File: src/core/xlw_consts.svh
// Constants for the exclusive-OR datapath block.
`ifndef XLW_CONSTS_SVH
`define XLW_CONSTS_SVH
`define XLW_OP_LIT_HI       8'h0a
`define XLW_OP_FILE_HI      6'h06
`define XLW_IDX_LIMIT       8'h5f
`define XLW_ACCESS_SPLIT    8'h60
`define XLW_ACCESS_HI_BANK  4'hf
`define XLW_ZERO_BYTE       8'h00
`define XLW_W_RESET         8'h00
`define XLW_DEST_BIT        9
`define XLW_ACC_BIT         8
`define XLW_NEG_BIT         7
`endif

File: src/core/xlw_pkg.sv
// Types shared by the exclusive-OR datapath block.
package xlw_pkg;
    typedef enum logic [1:0] {
        XLW_Q1_DECODE,
        XLW_Q2_READ,
        XLW_Q3_PROCESS,
        XLW_Q4_WRITE
    } xlw_phase_type;

    typedef enum logic [1:0] {
        XLW_ADDR_ACCESS,
        XLW_ADDR_BANKED,
        XLW_ADDR_INDEXED
    } xlw_addr_mode_type;
endpackage : xlw_pkg

File: src/core/xlw_addr_gen.sv
// File-operand address generation for the exclusive-OR datapath.
`timescale 1ns/1ps
`default_nettype none
`include "xlw_consts.svh"
module xlw_addr_gen
(
    input  wire logic                      access_sel,
    input  wire logic                      ext_enable,
    input  wire logic [7:0]                file_field,
    input  wire logic [3:0]                bank_select_register,
    input  wire logic [11:0]               index_base,
    output logic [11:0]                    file_addr,
    output xlw_pkg::xlw_addr_mode_type     addr_mode
);
    import xlw_pkg::*;

    always_comb
    begin
        if (!access_sel && ext_enable && file_field <= `XLW_IDX_LIMIT)
        begin
            // The field is an offset from the index pointer.
            addr_mode = XLW_ADDR_INDEXED; // RULE5 RULE7
            file_addr = index_base + {4'h0, file_field};
        end
        else if (access_sel)
        begin
            addr_mode = XLW_ADDR_BANKED; // RULE4
            file_addr = {bank_select_register, file_field};
        end
        else
        begin
            // Low half maps to bank 0, high half to the special registers.
            addr_mode = XLW_ADDR_ACCESS; // RULE4
            if (file_field < `XLW_ACCESS_SPLIT)
                file_addr = {4'h0, file_field};
            else
                file_addr = {`XLW_ACCESS_HI_BANK, file_field};
        end
    end
endmodule : xlw_addr_gen
`default_nettype wire

File: src/core/xlw_xor_unit.sv
// Exclusive-OR datapath for the literal and file-register instructions.
//
// Functional notes
// RULE1 - A literal opcode with high byte 0000 1010 XORs W with the low byte into W.
// RULE2 - A 0001 10da opcode XORs W with the addressed file register.
// RULE3 - Destination bit 1 writes the file register, bit 0 writes W.
// RULE4 - Access bit 0 uses the access bank, access bit 1 uses the bank select register.
// RULE5 - Access bit 0 with extended set on and field at most 5Fh uses indexed offset addressing.
// RULE6 - Both update only negative and zero flags, one word, one instruction cycle.
// RULE7 - Indexed offset addressing is off unless the extended set enable bit is set.
`timescale 1ns/1ps
`default_nettype none
`include "xlw_consts.svh"
module xlw_xor_unit
(
    input  wire logic        core_clk,
    input  wire logic        rst_b,
    input  wire logic        instr_valid,
    input  wire logic [15:0] opcode,
    input  wire logic [3:0]  bank_select_register,
    input  wire logic        extended_set_enable_bit,
    input  wire logic [11:0] index_base,
    input  wire logic [7:0]  file_rdata,
    output logic             instr_accept,
    output logic [11:0]      file_addr,
    output logic             file_rd,
    output logic             file_we,
    output logic [7:0]       file_wdata,
    output logic [7:0]       working_reg,
    output logic             flag_negative,
    output logic             flag_zero,
    output logic             instr_done,
    output xlw_pkg::xlw_phase_type phase
);
    import xlw_pkg::*;

    // ****************************************
    // Decode helpers
    // ****************************************
    function automatic logic is_lit(input logic [15:0] op);
        is_lit = (op[15:8] == `XLW_OP_LIT_HI);
    endfunction : is_lit

    function automatic logic is_file(input logic [15:0] op);
        is_file = (op[15:10] == `XLW_OP_FILE_HI);
    endfunction : is_file

    // A literal word never writes the file, whatever its low bits say.
    function automatic logic writes_file(input logic [15:0] op);
        writes_file = is_file(op) && op[`XLW_DEST_BIT];
    endfunction : writes_file

    // Negative flag in bit 1, zero flag in bit 0.
    function automatic logic [1:0] nz_of(input logic [7:0] value);
        nz_of = {value[`XLW_NEG_BIT], (value == `XLW_ZERO_BYTE)};
    endfunction : nz_of

    // ****************************************
    // Elaboration checks
    // ****************************************
    // The decode relies on these positions lying inside the word, and on
    // indexed offsets never reaching the high half of the access bank.
    if (`XLW_DEST_BIT >= 16 || `XLW_ACC_BIT >= 16)
    begin : g_bad_bits
        $error("opcode bit positions out of range");
    end
    if (`XLW_NEG_BIT >= 8)
    begin : g_bad_sign
        $error("sign bit outside the data byte");
    end
    if (`XLW_IDX_LIMIT >= `XLW_ACCESS_SPLIT)
    begin : g_bad_split
        $error("indexed limit overlaps the high access half");
    end

    // ****************************************
    // Limitations
    // ****************************************
    // W is read from this block's own register in the process phase, so a
    // file write aimed at W's data address is not seen by W here; the core
    // must route such a write back itself.
    // The other status bits live outside this block, which only ever
    // drives the negative and zero flags.

    // ****************************************
    // State
    // ****************************************
    xlw_phase_type     next_phase;
    logic [15:0]       instr;
    logic [15:0]       next_instr;
    logic [7:0]        operand;
    logic [7:0]        next_operand;
    logic [7:0]        result;
    logic [7:0]        next_result;
    logic [7:0]        next_working_reg;
    logic              next_flag_negative;
    logic              next_flag_zero;
    logic [11:0]       addr_q;
    logic [11:0]       next_addr_q;
    logic              next_file_we;
    logic [7:0]        next_file_wdata;
    logic              next_instr_done;
    logic [11:0]       gen_addr;
    logic              idle_ok;

    xlw_addr_gen u_addr
    (
        .access_sel           (opcode[`XLW_ACC_BIT]),
        .ext_enable           (extended_set_enable_bit),
        .file_field           (opcode[7:0]),
        .bank_select_register (bank_select_register),
        .index_base           (index_base),
        .file_addr            (gen_addr),
        .addr_mode            ()
    );

    // Only supported opcodes are taken, and only at the decode phase.
    assign idle_ok      = (phase == XLW_Q1_DECODE);
    assign instr_accept = idle_ok && instr_valid
                          && (is_lit(opcode) || is_file(opcode));
    assign file_addr    = addr_q;
    assign file_rd      = (phase == XLW_Q2_READ) && is_file(instr);

    // ****************************************
    // Next-state logic
    // ****************************************
    always_comb
    begin
        next_phase         = phase;
        next_instr         = instr;
        next_operand       = operand;
        next_result        = result;
        next_working_reg   = working_reg;
        next_flag_negative = flag_negative;
        next_flag_zero     = flag_zero;
        next_addr_q        = addr_q;
        next_file_we       = 1'b0;
        next_file_wdata    = file_wdata;
        next_instr_done    = 1'b0;
        unique case (phase)
            XLW_Q1_DECODE:
            begin
                if (instr_accept)
                begin
                    next_instr  = opcode;
                    next_addr_q = gen_addr; // RULE4 RULE5
                    next_phase  = XLW_Q2_READ;
                end
            end
            XLW_Q2_READ:
            begin
                if (is_lit(instr))
                    next_operand = instr[7:0]; // RULE1
                else
                    next_operand = file_rdata; // RULE2
                next_phase = XLW_Q3_PROCESS;
            end
            XLW_Q3_PROCESS:
            begin
                next_result = working_reg ^ operand; // RULE1 RULE2
                next_phase  = XLW_Q4_WRITE;
            end
            XLW_Q4_WRITE:
            begin
                // Only N and Z change; other status bits are not held here.
                next_flag_negative = nz_of(result)[1]; // RULE6
                next_flag_zero     = nz_of(result)[0]; // RULE6
                if (writes_file(instr))
                begin
                    next_file_we    = 1'b1; // RULE3
                    next_file_wdata = result;
                end
                else
                    next_working_reg = result; // RULE1 RULE3
                next_instr_done = 1'b1; // RULE6
                next_phase      = XLW_Q1_DECODE;
            end
        endcase
    end

    // ****************************************
    // Registers
    // ****************************************
    always_ff @(posedge core_clk)
    begin
        if (!rst_b)
        begin
            phase         <= XLW_Q1_DECODE;
            instr         <= 16'h0000;
            operand       <= `XLW_ZERO_BYTE;
            result        <= `XLW_ZERO_BYTE;
            working_reg   <= `XLW_W_RESET;
            flag_negative <= 1'b0;
            flag_zero     <= 1'b0;
            addr_q        <= 12'h000;
            file_we       <= 1'b0;
            file_wdata    <= `XLW_ZERO_BYTE;
            instr_done    <= 1'b0;
        end
        else
        begin
            phase         <= next_phase;
            instr         <= next_instr;
            operand       <= next_operand;
            result        <= next_result;
            working_reg   <= next_working_reg;
            flag_negative <= next_flag_negative;
            flag_zero     <= next_flag_zero;
            addr_q        <= next_addr_q;
            file_we       <= next_file_we;
            file_wdata    <= next_file_wdata;
            instr_done    <= next_instr_done;
        end
    end
endmodule : xlw_xor_unit
`default_nettype wire

File: config.mk
export PLATFORM = sky130hd
export DESIGN_NAME = xlw_xor_unit
export DESIGN_NICKNAME = d
export VERILOG_FILES = /design/src/core/xlw_pkg.sv /design/src/core/xlw_addr_gen.sv /design/src/core/xlw_xor_unit.sv
export VERILOG_INCLUDE_DIRS = /design/src /design/src/core
export SDC_FILE = /design/constraint.sdc
export NUM_CORES = 1
export LEC_CHECK = 0
export BUFFER_PORTS_ARGS = -buffer_cell sky130_fd_sc_hd__buf_2
export CAP_MARGIN = 20
export CORE_MARGIN = 4
export CORE_UTILIZATION = 45
export DETAILED_ROUTE_END_ITERATION = 16
export HOLD_SLACK_MARGIN = 0.12
export PLACE_DENSITY = 0.7
export SETUP_SLACK_MARGIN = 0.3
export SLEW_MARGIN = 10
export SYNTH_ARGS = -nofsm -noshare
export SYNTH_HDL_FRONTEND = slang
export SYNTH_SLANG_ARGS = --single-unit
File: constraint.sdc
create_clock -name core_clk -period 1.86 [get_ports core_clk]
set_input_delay 0.186 -clock core_clk [delete_from_list [all_inputs] [get_ports core_clk]]
set_output_delay 0.186 -clock core_clk [all_outputs]
set_load 0.02 [all_outputs]
After elaboration in Yosys (flattened, before gate mapping)
Cells that the tools add are included.

Multiplexer cells: 8. Magnitude comparators: 2. $add $sub $neg: 1. Equality and inequality tests: 8. Bitwise operators: 2. Reduce and logical (&&, ||, !) cells: 14.

Operators with widths (count): 2-to-1 mux 12 bit (3); equality test 8 x 4 -> 1 bit, second input constant (2); adder 12 x 8 -> 12 bit (1); equality test 6 x 3 -> 1 bit, second input constant (2); less-or-equal comparator 8 x 7 -> 1 bit, second input constant (1); logical NOT 8 bit (1); less-than comparator 8 x 7 -> 1 bit, second input constant (1); 2-to-1 mux 8 bit (1); case mux 2 bit (4 select lines) (1); AND reduction 2 bit (4); bitwise XOR 8 bit (1); logical AND 1 bit (6); equality test 2 bit, second input constant (2); equality test 2 x 1 -> 1 bit, second input constant (1); logical NOT 2 bit (1); 2-to-1 mux 1 bit (2); 2-to-1 mux 2 bit (1); inequality test 2 bit, second input constant (1); logical NOT 1 bit (1); logical OR 1 bit (1); NOT 1 bit (1).

Bits in registers: 66. Output and inout bits: 36. Logic and storage cells: 46. Bits of input ports: 44.

Logic depth before layout (Yosys ltp)
Gate-level depths: netlist of the first run.

Depth after elaboration: 5. Mapped depth: 9. Gate-level depth less buffers: 8.

Cells and area by module
A second synthesis of the first run with hierarchy kept.

Cell total of the unflattened synthesis: 351. Area, all modules: 3365.7 um^2.

By module, submodules not included: xlw_xor_unit (times used 1, area an instance 2733.9 um^2, cells each 259, seq. area each 1321.3 um^2); xlw_addr_gen (times used 1, area an instance 631.9 um^2, cells each 92, seq. area each 0.0 um^2).

Worst setup path before layout of the first run
Ideal clock, no wire load.

Path kind: register to register. From: register phase[0]. To: register addr_q[11] (netlist: file_addr[11]). Library setup time: 0.127 ns. Slack: -0.075 ns. Required time: 1.733 ns. Cell stages (with the launch flop): 8. Buffers on the path: 0. Arrival: 1.808 ns. Period minus slack after synthesis: 1.935 ns. Cells stage by stage: dfxtp_1 -> inv_1 -> ha_1 -> and4bb_1 -> o211ai_4 -> inv_2 -> o221a_1 -> or3_1.

Word-level cells in the longest chain between the ends: 4.

Ends and longest elaborated chain: from (decl) (RTL line xlw_xor_unit.sv:33) `output xlw_pkg::xlw_phase_type phase`; from (signal assigned) (RTL line xlw_xor_unit.sv:202) `phase <= next_phase;`; logical NOT 2 bit (*) (RTL line xlw_xor_unit.sv:118, xlw_xor_unit.sv:140); logical AND 1 bit (RTL line xlw_xor_unit.sv:119) `assign instr_accept = idle_ok && instr_valid`; logical AND 1 bit (RTL line xlw_xor_unit.sv:120) `&& (is_lit(opcode) || is_file(opcode));`; AND reduction 2 bit (no source line) (*); to (signal assigned) (RTL line xlw_xor_unit.sv:209) `addr_q <= next_addr_q;`; to (decl) (RTL line xlw_xor_unit.sv:98) `logic [11:0] addr_q;`.

Mark *: on every way between the ends. The rest lies on a longest branch, timed or not. A chain may end at the register's enable or synchronous reset.

Final worst setup path of the first run
Ends and elaborated chain as after synthesis.

==> flow_summary.rst, run 1 <==
.. list-table::
   :header-rows: 1

   * - Metric
     - Value
   * - Power per standard cell area
     - a little over 800 nW/um^2
   * - Synthesis-to-finish area growth
     - 44.0%
   * - Fraction of layout cells with a size suffix above 1
     - between 40% and 50%
   * - Nets
     - approximately 530
   * - Largest register FFs
     - 16
   * - Worst Tran Pin Value
     - roughly 600 ps
   * - Final ANT Viol Nets
     - 0
   * - Hold path startpoint
     - opcode[3]
   * - Most common flop cell mapped by yosys
     - dfxtp_1
   * - Number of failing hold endpoints at the final stage
     - 0
   * - Detailed-placement wirelength estimate
     - 5.64 mm
   * - Worst endpoint data arrival time
     - between 1500 and 2000 ps
   * - Minimum clock period after layout
     - approximately 1700 ps
   * - Max Cap Viol
     - 0
   * - Depth of the worst register-to-register path
     - 8
   * - Biggest register
     - instr
   * - Largest buffer count on any clock path
     - 2
   * - Main combinational cell family by area after synthesis
     - simple AND/OR/NAND/NOR gates
   * - Simple-gate portion of the synthesized area
     - between 10% and 20%
   * - Initial detailed-routing violation count
     - 80
   * - Top cell by count, worst path
     - inv_4
   * - Hold WC Path Type
     - input pin to flip-flop
   * - Unrepaired setup endpoints after global routing
     - yes
   * - Final worst-path cycle share
     - slightly above 90%
   * - Routed vias/inst
     - between 5 and 6
   * - Cell variety after synth
     - 49
   * - Via count
     - about 3k
   * - Clock Latency Late Sink
     - ~340 ps
   * - Worst-path cell with the longest stage delay
     - dfxtp_4
   * - Cells traversed along the worst timing path
     - inv_4 > ha_4 > and4bb_1 > o211ai_4 > inv_4 > buf_6 > o221a_1 > or3_1
   * - Number of warnings issued by yosys
     - 0
   * - Number of input and output port buffers inserted
     - 79
   * - Root Buffer Master
     - clkbuf_8
   * - Critical R2R Capture
     - file_addr[11]
   * - Worst setup slack before clock tree synthesis
     - -2.96 ps
   * - Fraction of post-synthesis cell area in the top cell type by area
     - just over 40%
   * - Power spent charging and discharging nets
     - 0.00103 W
   * - Largest driver fanout on the critical path
     - 4
   * - Design internal power
     - around 0.0027 W
   * - Flops & latches, synth
     - 66
   * - Floorplan row count
     - 30
   * - Timing-limited maximum frequency
     - just under 600 MHz
   * - Core Region
     - slightly below 7000 um^2
   * - Run status
     - complete, no violations
   * - Largest area contributor in the netlist
     - dfxtp_1
   * - Clk pin slew, worst setup/hold paths
     - 80 ps
   * - Synth async-reset ratio
     - 0%
   * - Count of flip-flops with a built-in enable after synthesis
     - 0
   * - Total gr overflow
     - 0
   * - Reg-to-reg slack, setup
     - between 100 and 150 ps
   * - Endpoint of the worst hold path
     - file_addr[3]
   * - Crit. End Element
     - flip-flop
   * - Number of antenna violations at the first check in global routing
     - 0
   * - Via count of the first global-routing pass
     - roughly 2.8k
   * - Classification of the worst setup path
     - flip-flop to flip-flop
   * - Clk_skew
     - about 10 ps
   * - Setup slack after layout
     - 127 ps
   * - Die outline width
     - about 92 um
   * - Multiplexer area fraction after synthesis
     - under 10%
   * - Combined area of all synthesized cells
     - approximately 3200 um^2
   * - Max VDD drop
     - between 0.0005 and 0.0006 V
   * - Post-Synth Adder-Cell Area
     - ~5.7%
   * - Parity-gate share of the synthesized area counting xor and xnor cells
     - under 10%
   * - Routed WL per cell
     - about 15 um
   * - Area of the die
     - between 8000 and 9000 um^2
   * - Count of final max-slew check failures
     - 0
   * - CTS sink count
     - between 60 and 70
   * - Sequential fraction of the synthesis area
     - between 40% and 50%
   * - Final setup viols
     - 0
   * - Largest net degree at the start of global routing
     - 54
   * - Cell area after placement
     - ~3800 um^2
   * - Source of the worst register-to-register timing path
     - phase[0]
   * - Relative max-transition margin
     - around 60%
   * - Synthesized instance count
     - roughly 360
   * - Maximum cell stage delay along the critical path
     - 360 ps
   * - Overall Global Routing Usage
     - about 18%
   * - Post-Synthesis Net Count
     - between 400 and 500
   * - CTS H-tree depth
     - 3
   * - Clock Power Share
     - between 30% and 40%
   * - I/O Pins
     - 80
   * - Pre-antenna DRT Iters
     - 4
   * - Leakage power total
     - 1.96 nW
   * - Die H
     - just over 90 um
   * - Largest cells by area after synthesis
     - dfxtp_1 41%, mux2i_1 8.4%, nor2_1 5.5%
   * - Critical path required time
     - around 2100 ps
   * - Fill cell count
     - ~570
   * - Combinational cell fraction of total power
     - 21.5%
   * - Top cells by instance count after synthesis
     - 66 x dfxtp_1, 47 x nor2_1, 38 x nand2_1, 29 x a21oi_1, 27 x mux2i_1
   * - Initial core utilization
     - a little under half
   * - Most common cell in the synthesized netlist
     - dfxtp_1
   * - Wire length after detailed routing
     - slightly below 9 mm
   * - Post-route DRC
     - 0
   * - Kind of start point of the critical path
     - flip-flop
   * - Final instance area
     - 4610 um^2
   * - Switching Fraction
     - between 20 and 30%
   * - Number of buffers created by CTS
     - 9
   * - Final weighted congestion of routability-driven global placement
     - 0.846
   * - CTS tree
     - built
   * - Synthesized-area fraction occupied by ao, oa, aoi and oai cells
     - between 10% and 20%
   * - # diodes
     - 0
   * - Average cell area after synthesis
     - roughly 9 um^2
   * - Global-route wire length before repair
     - about 13 mm
   * - Proportion of power drawn by flip-flops and latches
     - a little over two fifths
   * - WHS Path Cells
     - 3
==> how the worst max path moves through the flow <==
stage,from,endpoint,slack (ps),cells after the start
5_1_grt,phase[0],file_addr[9],80,10
6_report,phase[0],file_addr[11],130,8
4_1_cts,phase[1],file_addr[11],130,8
3_5_place_dp,opcode[0],file_addr[10],-3,9
3_3_place_gp,opcode[0],file_addr[10],40,9
2_1_floorplan,phase[0],file_addr[11],150,7
==> routing by layer <==
metal / up-vias / GRT usage [%] / share of wire (%)
li1: 1506 / - / -
met1: 1412 / 22.3 / 43
met2: 78 / 32.0 / 51
met3: 16 / 3.41 / 3.9
met4: 0 / 7.80 / 2.0
met5: - / 0 / 0
==> final cells by class <==
class                   count  area (um^2)  area share (%)
inverters                  12         52.6            1.14
flip-flops and latches     66         1330            28.9
clock inverters             5         77.6            1.68
multi-input cells         258         1940            42.2
clock buffers              11          141            3.07
well taps                  96          120            2.61
repair buffers            129          941            20.4
==> cell families after synthesis <==
kind of cell	count (synthesis)
AND/OR/NAND/NOR	122
AO/OA/AOI/OAI	85
flip-flops	66
buffers and inverters	33
multiplexers	27
adder cells (fa/ha/maj)	14
XOR/XNOR	10
==> stage by stage <==
step / hold WS (ps) / util (%) / std cells / total power [W] / TNS (ps)
after floorplan: 304 / - / 357 / 0.00204 / 0
after global placement: 442 / 55.0 / 527 / 0.00221 / 0
after detailed placement: 445 / 55.0 / 527 / 0.00222 / -2.96
after CTS: 105 / 62.1 / 563 / 0.00363 / 0
after global routing: 124 / 67.1 / 577 / 0.00388 / 0
final: 134 / 67.1 / 577 / 0.00371 / 0
==> power groups by stage <==
stage | sequential (W) | clock, W | combinational [W]
after floorplan | 0.00162 | 0 | 0.000424
after global placement | 0.00161 | 0 | 0.000594
after detailed placement | 0.00161 | 0 | 0.000606
after CTS | 0.00157 | 0.00135 | 0.000702
after global routing | 0.00159 | 0.00143 | 0.000867
final | 0.00158 | 0.00134 | 0.000797
==> cells in the final DEF (no fill, tap or decap), drive strengths merged, types with 4 or more instances in the layout <==
cell           n
a211oi        20
a21oi         29
a31oi          4
and3           9
buf          122
clkbuf        13
dfxtp         66
dlygate4sd3    5
ha            13
inv           12
mux2i         27
nand2         38
nand3          6
nor2          48
nor4           5
o211ai         5
o21ai         11
xnor2          8
==> repair_timing <==
item | in CTS | in global routing
pin swaps | 14 | 19
cloned | 0 | 4
setup endpoints to repair | 30 | 46
setup buffers | 15 | 10
gates resized for setup | 29 | 53
endpoints found under the hold margin | 6 | 0
hold buffers | 5 | 0
==> critical path, delay by kind of cell (launching register included) <==
family	cells	cell delay, ps
and+or+nand+nor	2	550
adders and majority gates	1	150
AOI/OAI and AO/OA	2	330
DFF	1	360
buffers and inverters	3	240
Note: power is estimated with default switching activity, not from simulation.
==> inputs of run 2 (changes only) <==
--- a/config.mk
+++ b/config.mk
@@ -6,6 +6,7 @@
 export SDC_FILE = /design/constraint.sdc
 export NUM_CORES = 1
 export LEC_CHECK = 0
+export ABC_AREA = 1
 export BUFFER_PORTS_ARGS = -buffer_cell sky130_fd_sc_hd__buf_2
 export CAP_MARGIN = 20
 export CORE_MARGIN = 4
==> flow_summary.rst, run 2 <==
.. list-table::
   :header-rows: 1

   * - Metric
     - Value
   * - Run status
     - complete, no violations
   * - Overall Global Routing Usage
     - 20.3% (+1.8 points)
   * - Number of antenna violations at the first check in global routing
     - 0 (unchanged)
   * - Most common cell in the synthesized netlist
     - nand2_1
   * - Clock Latency Late Sink
     - 340 ps (about the same)
   * - Clock Power Share
     - 29.4% (-6.6 points)
   * - Synthesis-to-finish area growth
     - 29.9%
   * - Flops & latches, synth
     - 66 (unchanged)
   * - Post-route DRC
     - 0 (unchanged)
   * - Endpoint of the worst hold path
     - instr[9]
   * - Minimum clock period after layout
     - 1610 ps (-119 ps)
   * - Sequential fraction of the synthesis area
     - 40.0% (-1.3 points)
   * - Final instance area
     - 4300 um^2 (-6.8%)
   * - Via count of the first global-routing pass
     - 3,200 (+15%)
   * - Leading cell type in the layout, fill and taps excluded
     - nand2_1
   * - Largest net degree at the start of global routing
     - 41 (-24%)
   * - Die H
     - 93.7 um (+1.5%)
   * - Unrepaired setup endpoints after global routing
     - yes
   * - Critical path required time
     - 1670 ps (-420 ps)
   * - Pre-antenna DRT Iters
     - 4 (unchanged)
   * - Clk pin slew, worst setup/hold paths
     - 70 ps (about the same)
   * - Fin util
     - 61.5% (-5.5 points)
   * - Number of warnings issued by yosys
     - 0 (unchanged)
   * - Initial core utilization
     - 47.4% (+0.79 points)
   * - Combinational cell fraction of total power
     - 27.0% (+5.5 points)
   * - Setup slack after layout
     - 246 ps (+119 ps)
   * - Synthesized instance count
     - 472 (+32%)
   * - Top cells by instance count after synthesis
     - 102 x nand2_1, 66 x dfxtp_1, 59 x nor2_1, 58 x inv_1, 53 x a21oi_1
   * - Worst endpoint data arrival time
     - 1430 ps (-530 ps)
   * - Number of failing hold endpoints at the final stage
     - 0 (unchanged)
   * - Largest buffer count on any clock path
     - 2 (unchanged)
   * - Source of the worst register-to-register timing path
     - phase[0]
   * - Cell area after placement
     - 3820 um^2 (+1.2%)
   * - Area of the die
     - 8780 um^2 (+3.1%)
   * - Largest driver fanout on the critical path
     - 4 (unchanged)
   * - Detailed-placement wirelength estimate
     - 6.36 mm (+13%)
   * - Relative max-transition margin
     - 53.9% (-6.1 points)
   * - Proportion of power drawn by flip-flops and latches
     - 43.6% (+1.1 points)
   * - Number of buffers inserted by hold repair at cts
     - 0 (-5)
   * - Clk_skew
     - 9.49 ps (-0.802 ps)
   * - Largest register FFs
     - 16 (unchanged)
   * - Nets
     - 630 (+18%)
   * - Average cell area after synthesis
     - 7.01 um^2 (-22%)
   * - Timing-limited maximum frequency
     - 620 MHz (+7.4%)
   * - Floorplan row count
     - 30 (unchanged)
   * - Via count
     - 3,335 (+11%)
   * - CTS sink count
     - 66 (unchanged)
   * - # diodes
     - 0 (unchanged)
   * - Final worst-path cycle share
     - 86.8% (-6.4 points)
   * - Leakage power total
     - 2.21 nW (+13%)
   * - Total power
     - 0.00398 W (+7.3%)
   * - Critical R2R Capture
     - file_addr[7]
   * - Design internal power
     - 0.00267 W (-0.37%)
   * - Count of flip-flops with a built-in enable after synthesis
     - 0 (unchanged)
   * - Total negative slack
     - 0 ps (unchanged)
   * - Synth async-reset ratio
     - 0% (unchanged)
   * - Number of buffers created by CTS
     - 9 (unchanged)
   * - Combined area of all synthesized cells
     - 3310 um^2 (+3.4%)
   * - Number of input and output port buffers inserted
     - 79 (unchanged)
   * - Hold path startpoint
     - opcode[9]
   * - Die outline width
     - 93.7 um (+1.5%)
   * - Classification of the worst setup path
     - flip-flop to primary output
   * - Routed vias/inst
     - 4.96 (-5.1%)
   * - Biggest register
     - instr
   * - Global-route wire length before repair
     - 14.2 mm (+12%)
   * - Max VDD drop
     - 0.000519 V (-3.4%)
   * - I/O Pins
     - 80 (unchanged)
   * - Power per standard cell area
     - 927 nW/um^2 (+15%)
   * - Worst setup slack before clock tree synthesis
     - 149 ps (+152 ps)
   * - Worst Tran Pin Value
     - 686 ps (+85.8 ps)
   * - Final weighted congestion of routability-driven global placement
     - 0.901 (+6.6%)
   * - Count of final max-slew check failures
     - 0 (unchanged)
   * - Fraction of post-synthesis cell area in the top cell type by area
     - 40.0% (-1.3 points)
   * - Initial detailed-routing violation count
     - 110 (+38%)
   * - Final ANT Viol Nets
     - 0 (unchanged)
   * - WHS Path Cells
     - 3 (unchanged)
   * - Depth of the worst register-to-register path
     - 8 (unchanged)
   * - Hold WC Path Type
     - input pin to flip-flop
   * - Most frequent cells in the layout
     - 102 x nand2_1, 77 x buf_2, 63 x dfxtp_1, 57 x nor2_1, 55 x inv_1
   * - Kind of start point of the critical path
     - flip-flop
   * - Largest cells by area after synthesis
     - dfxtp_1 40%, nand2_1 12%, a21oi_1 8.0%
   * - Routed WL per cell
     - 13.4 um (-12%)
   * - Wire length after detailed routing
     - 9.02 mm (+2.5%)
   * - Post-Synthesis Net Count
     - 530 (+28%)
   * - Cell variety after synth
     - 31 (-37%)
   * - Most common flop cell mapped by yosys
     - dfxtp_1
   * - Total gr overflow
     - 0 (unchanged)
   * - Switching Fraction
     - 32.9% (+5.2 points)
   * - Root Buffer Master
     - clkbuf_8
   * - CTS H-tree depth
     - 3 (unchanged)
   * - Final setup viols
     - 0 (unchanged)
   * - Core Region
     - 6980 um^2 (+1.6%)
   * - CTS tree
     - built
   * - Fraction of layout cells with a size suffix above 1
     - 24.6% (-16 points)
   * - Largest area contributor in the netlist
     - dfxtp_1
   * - Crit. End Element
     - primary output
   * - Power spent charging and discharging nets
     - 0.00131 W (+27%)
   * - Max Cap Viol
     - 0 (unchanged)
   * - Reg-to-reg slack, setup
     - 260 ps (+130 ps)
   * - Startpoint of the most critical setup path
     - phase[0]
==> run 2: cell types whose count changed after synthesis, sizes merged, moves of 6 or more <==
cell / delta
nand2: +66
xnor2: -6
o21ai: +30
nor2: +11
a211oi: -18
mux2i: -27
and3: -9
xor2: +8
inv: +46
nand3: +19
a21oi: +24
==> run 2: metrics by stage <==
stage | cells | hold WS (ps)
6_report | 673 | 143
5_1_grt | 673 | 142
4_1_cts | 664 | 128
3_5_place_dp | 639 | 439
3_3_place_gp | 639 | 433
2_1_floorplan | 472 | 360
==> run 2: how the worst max path moves through the flow <==
stage | endpoint | cells after the start | slack [ps]
detailed placement | file_addr[6] | 10 | 150
CTS | instr_accept | 6 | 230
global placement | file_addr[6] | 10 | 150
finish | instr_accept | 6 | 250
global route | file_addr[7] | 8 | 180
floorplan | file_rd | 5 | 330
==> run 2: what timing repair did <==
action,CTS,global route
endpoints found under the hold margin,0,0
buffers inserted,9,6
resized for setup,14,13
setup endpoints to repair,18,32
pin swaps,2,4
gates cloned,0,3
==> run 2: critical path, stage by stage, from the launching register on <==
cell     delay, ps
dfxtp_4        360
inv_4           60
ha_4           130
and3b_2        200
nand3_4        100
inv_4          130
buf_6          120
==> run 2: final cells by class <==
class,instances,area [um^2]
Timing Repair Buffer,105,676
Inverter,61,236
Fill cell,657,2690
Tap cell,96,120
Multi-Input combinational cell,329,1740
Sequential cell,66,1330
Clock buffer,9,124
Clock inverter,7,70.1
==> run 2: power groups by stage <==
stage	Clock (W)	Sequential, W	Combinational [W]
2_1_floorplan	0	0.00177	0.000608
3_3_place_gp	0	0.00176	0.000883
3_5_place_dp	0	0.00177	0.000907
4_1_cts	0.00120	0.00173	0.00101
5_1_grt	0.00125	0.00175	0.00122
6_report	0.00117	0.00174	0.00107
==> run 2: cells by family after synthesis <==
kind of cell               share of synthesized area (%)
AOI/OAI and AO/OA                                   15.6
xor gates and xnor gates                            3.18
adders and majority gates                           5.52
buffers and inverters                               9.35
DFF                                                 40.0
and+or+nand+nor                                     26.4
==> run 2: layer usage <==
metal | routed length, um | share of wire [%] | track usage, %
met5 | 0 | 0 | 0
met4 | 167 | 1.9 | 9.15
met3 | 495 | 5.5 | 5.13
met2 | 4450 | 49 | 34.5
met1 | 3910 | 43 | 23.9
==> inputs of run 3 (changes only) <==
==> constraint.sdc (replaced) <==
create_clock -name core_clk -period 1.86 [get_ports core_clk]
set_input_delay 0.186 -clock core_clk [delete_from_list [all_inputs] [get_ports core_clk]]
set_output_delay 0.186 -clock core_clk [all_outputs]
set_load 0.01 [all_outputs]
==> flow_summary.rst, run 3 (synthesis results as in run 2) <==
.. list-table::
   :header-rows: 1

   * - Metric
     - Value
   * - I/O Pins
     - 80 (unchanged)
   * - Number of buffers inserted by hold repair at cts
     - 0 (unchanged)
   * - Final worst-path cycle share
     - 86.3% (-0.44 points)
   * - Routed vias/inst
     - 5.05 (+1.9%)
   * - CTS sink count
     - 66 (unchanged)
   * - Unrepaired setup endpoints after global routing
     - yes
   * - Nets
     - 620 (-1.6%)
   * - Final setup viols
     - 0 (unchanged)
   * - Clock Latency Late Sink
     - 340 ps (about the same)
   * - Via count
     - 3,349 (+0.42%)
   * - Biggest register
     - instr
   * - Die H
     - 93.7 um (unchanged)
   * - # diodes
     - 0 (unchanged)
   * - Max Cap Viol
     - 0 (unchanged)
   * - Critical path required time
     - 1670 ps (about the same)
   * - Count of final max-slew check failures
     - 0 (unchanged)
   * - Via count of the first global-routing pass
     - 3,167 (-1.0%)
   * - CTS H-tree depth
     - 3 (unchanged)
   * - Total negative slack
     - 0 ps (unchanged)
   * - Number of failing hold endpoints at the final stage
     - 0 (unchanged)
   * - Overall Global Routing Usage
     - 20.7% (+0.46 points)
   * - CTS tree
     - built
   * - Total gr overflow
     - 0 (unchanged)
   * - Most frequent cells in the layout
     - 101 x nand2_1, 78 x buf_2, 63 x dfxtp_1, 56 x nor2_1, 55 x inv_1
   * - Timing-limited maximum frequency
     - 623 MHz (+0.51%)
   * - Worst endpoint data arrival time
     - 1420 ps (about the same)
   * - Worst Tran Pin Value
     - 404 ps (-282 ps)
   * - Leakage power total
     - 2.12 nW (-3.8%)
   * - Fraction of layout cells with a size suffix above 1
     - 25.0% (+0.43 points)
   * - Largest net degree at the start of global routing
     - 41 (unchanged)
   * - Die outline width
     - 93.7 um (unchanged)
   * - Wire length after detailed routing
     - 8.76 mm (-2.9%)
   * - Floorplan row count
     - 30 (unchanged)
   * - Largest register FFs
     - 16 (unchanged)
   * - Final weighted congestion of routability-driven global placement
     - 0.891 (-1.1%)
   * - Fin util
     - 60.2% (-1.4 points)
   * - Global-route wire length before repair
     - 14.5 mm (+1.6%)
   * - Pre-antenna DRT Iters
     - 5 (+1)
   * - Worst-path cell with the longest stage delay
     - dfxtp_2
   * - Crit. End Element
     - primary output
   * - Leading cell type in the layout, fill and taps excluded
     - nand2_1
   * - Largest buffer count on any clock path
     - 2 (unchanged)
   * - Final non-filler cell total
     - 663 (-1.5%)
   * - Post-route DRC
     - 0 (unchanged)
   * - Detailed-placement wirelength estimate
     - 6.39 mm (+0.54%)
   * - Run status
     - complete, no violations
   * - Initial detailed-routing violation count
     - 124 (+13%)
   * - Routed WL per cell
     - 13.2 um (-1.5%)
   * - Total placed cells including tap cells
     - 639 (unchanged)
   * - Classification of the worst setup path
     - flip-flop to primary output
   * - Maximum cell stage delay along the critical path
     - 350 ps (about the same)
   * - Max VDD drop
     - 0.000398 V (-23%)
   * - Relative max-transition margin
     - 72.8% (+19 points)
   * - Kind of start point of the critical path
     - flip-flop
   * - Cells traversed along the worst timing path
     - inv_4 > ha_4 > and3b_1 > nand3_2 > clkinvlp_4 > buf_6
   * - Largest driver fanout on the critical path
     - 3 (-1)
   * - Initial core utilization
     - 47.4% (unchanged)
   * - Area of the die
     - 8780 um^2 (unchanged)
   * - Final ANT Viol Nets
     - 0 (unchanged)
   * - Hold WC Path Type
     - input pin to flip-flop
   * - Number of antenna violations at the first check in global routing
     - 0 (unchanged)
   * - Minimum clock period after layout
     - 1610 ps (-8.12 ps)
   * - Core Region
     - 6980 um^2 (unchanged)
   * - Clk_skew
     - 6.90 ps (-2.59 ps)
   * - Root Buffer Master
     - clkbuf_8
   * - Number of input and output port buffers inserted
     - 79 (unchanged)
   * - Clk pin slew, worst setup/hold paths
     - 80 ps (about the same)
   * - Synthesis-to-finish area growth
     - 27.0%
   * - Power per standard cell area
     - 936 nW/um^2 (+0.92%)
   * - Number of buffers created by CTS
     - 9 (unchanged)
==> run 3: changes by cell type in the layout (fill, tap and decap cells not counted), sizes merged <==
| cell | before | now |
|---|---|---|
| clkinv | 8 | 6 |
| clkinvlp | 1 | 2 |
| buf | 102 | 94 |
| clkbuf | 12 | 11 |
==> run 3: repair_timing <==
item,4_1_cts,5_1_grt
resized for setup,21,27
pin swaps,4,2
buffers inserted,7,0
cloned,0,1
setup endpoints to repair,32,58
==> run 3: per-layer routing <==
layer / vias up / global-route usage (%) / part of all wire (%)
met5: - / 0 / 0
met4: 0 / 7.94 / 1.9
met3: 17 / 4.89 / 7.6
met2: 115 / 34.6 / 47
met1: 1512 / 25.8 / 43
li1: 1705 / - / -
==> run 3: where the power goes <==
group	internal, W	switching (W)	total (W)
Clock	0.000658	0.000576	0.00123
Combinational	0.000405	0.000562	0.000967
Sequential	0.00159	0.000143	0.00173
Total	0.00265	0.00128	0.00393
==> run 3: per-stage QoR <==
stage	instance area (um^2)	worst slack [ps]	power (W)	hold WS (ps)
after CTS	4110	244	0.00394	138
after floorplan	3310	350	0.00235	360
after global routing	4200	183	0.00419	152
after global placement	3820	143	0.00264	432
final	4200	254	0.00393	155
after detailed placement	3820	120	0.00266	439
==> run 3: worst paths after layout <==
| kind | from | to | slack, ps | depth (start not counted) |
|---|---|---|---|---|
| worst min-delay path | opcode[12] | instr[12] | 160 | 3 |
| worst max register to register | phase[0] | phase[0] | 300 | 9 |
| worst min register to register | instr[6] | instr[6] | 450 | 2 |
| worst max-delay path | phase[0] | instr_accept | 250 | 6 |
==> run 3: final cells by class <==
cell class | count | area [um^2]
Fill cell | 698 | 2780
Multi-Input combinational cell | 329 | 1750
Sequential cell | 66 | 1330
Timing Repair Buffer | 95 | 568
Inverter | 61 | 238
Clock buffer | 10 | 138
Tap cell | 96 | 120
Clock inverter | 6 | 65.1
==> run 3: worst max-delay path: cells and delay by family, from the launching register on <==
| kind | cells | cell delay, ps |
|---|---|---|
| flops | 1 | 350 |
| simple gates | 2 | 280 |
| fa+ha+maj | 1 | 150 |
| buf+inv | 3 | 290 |
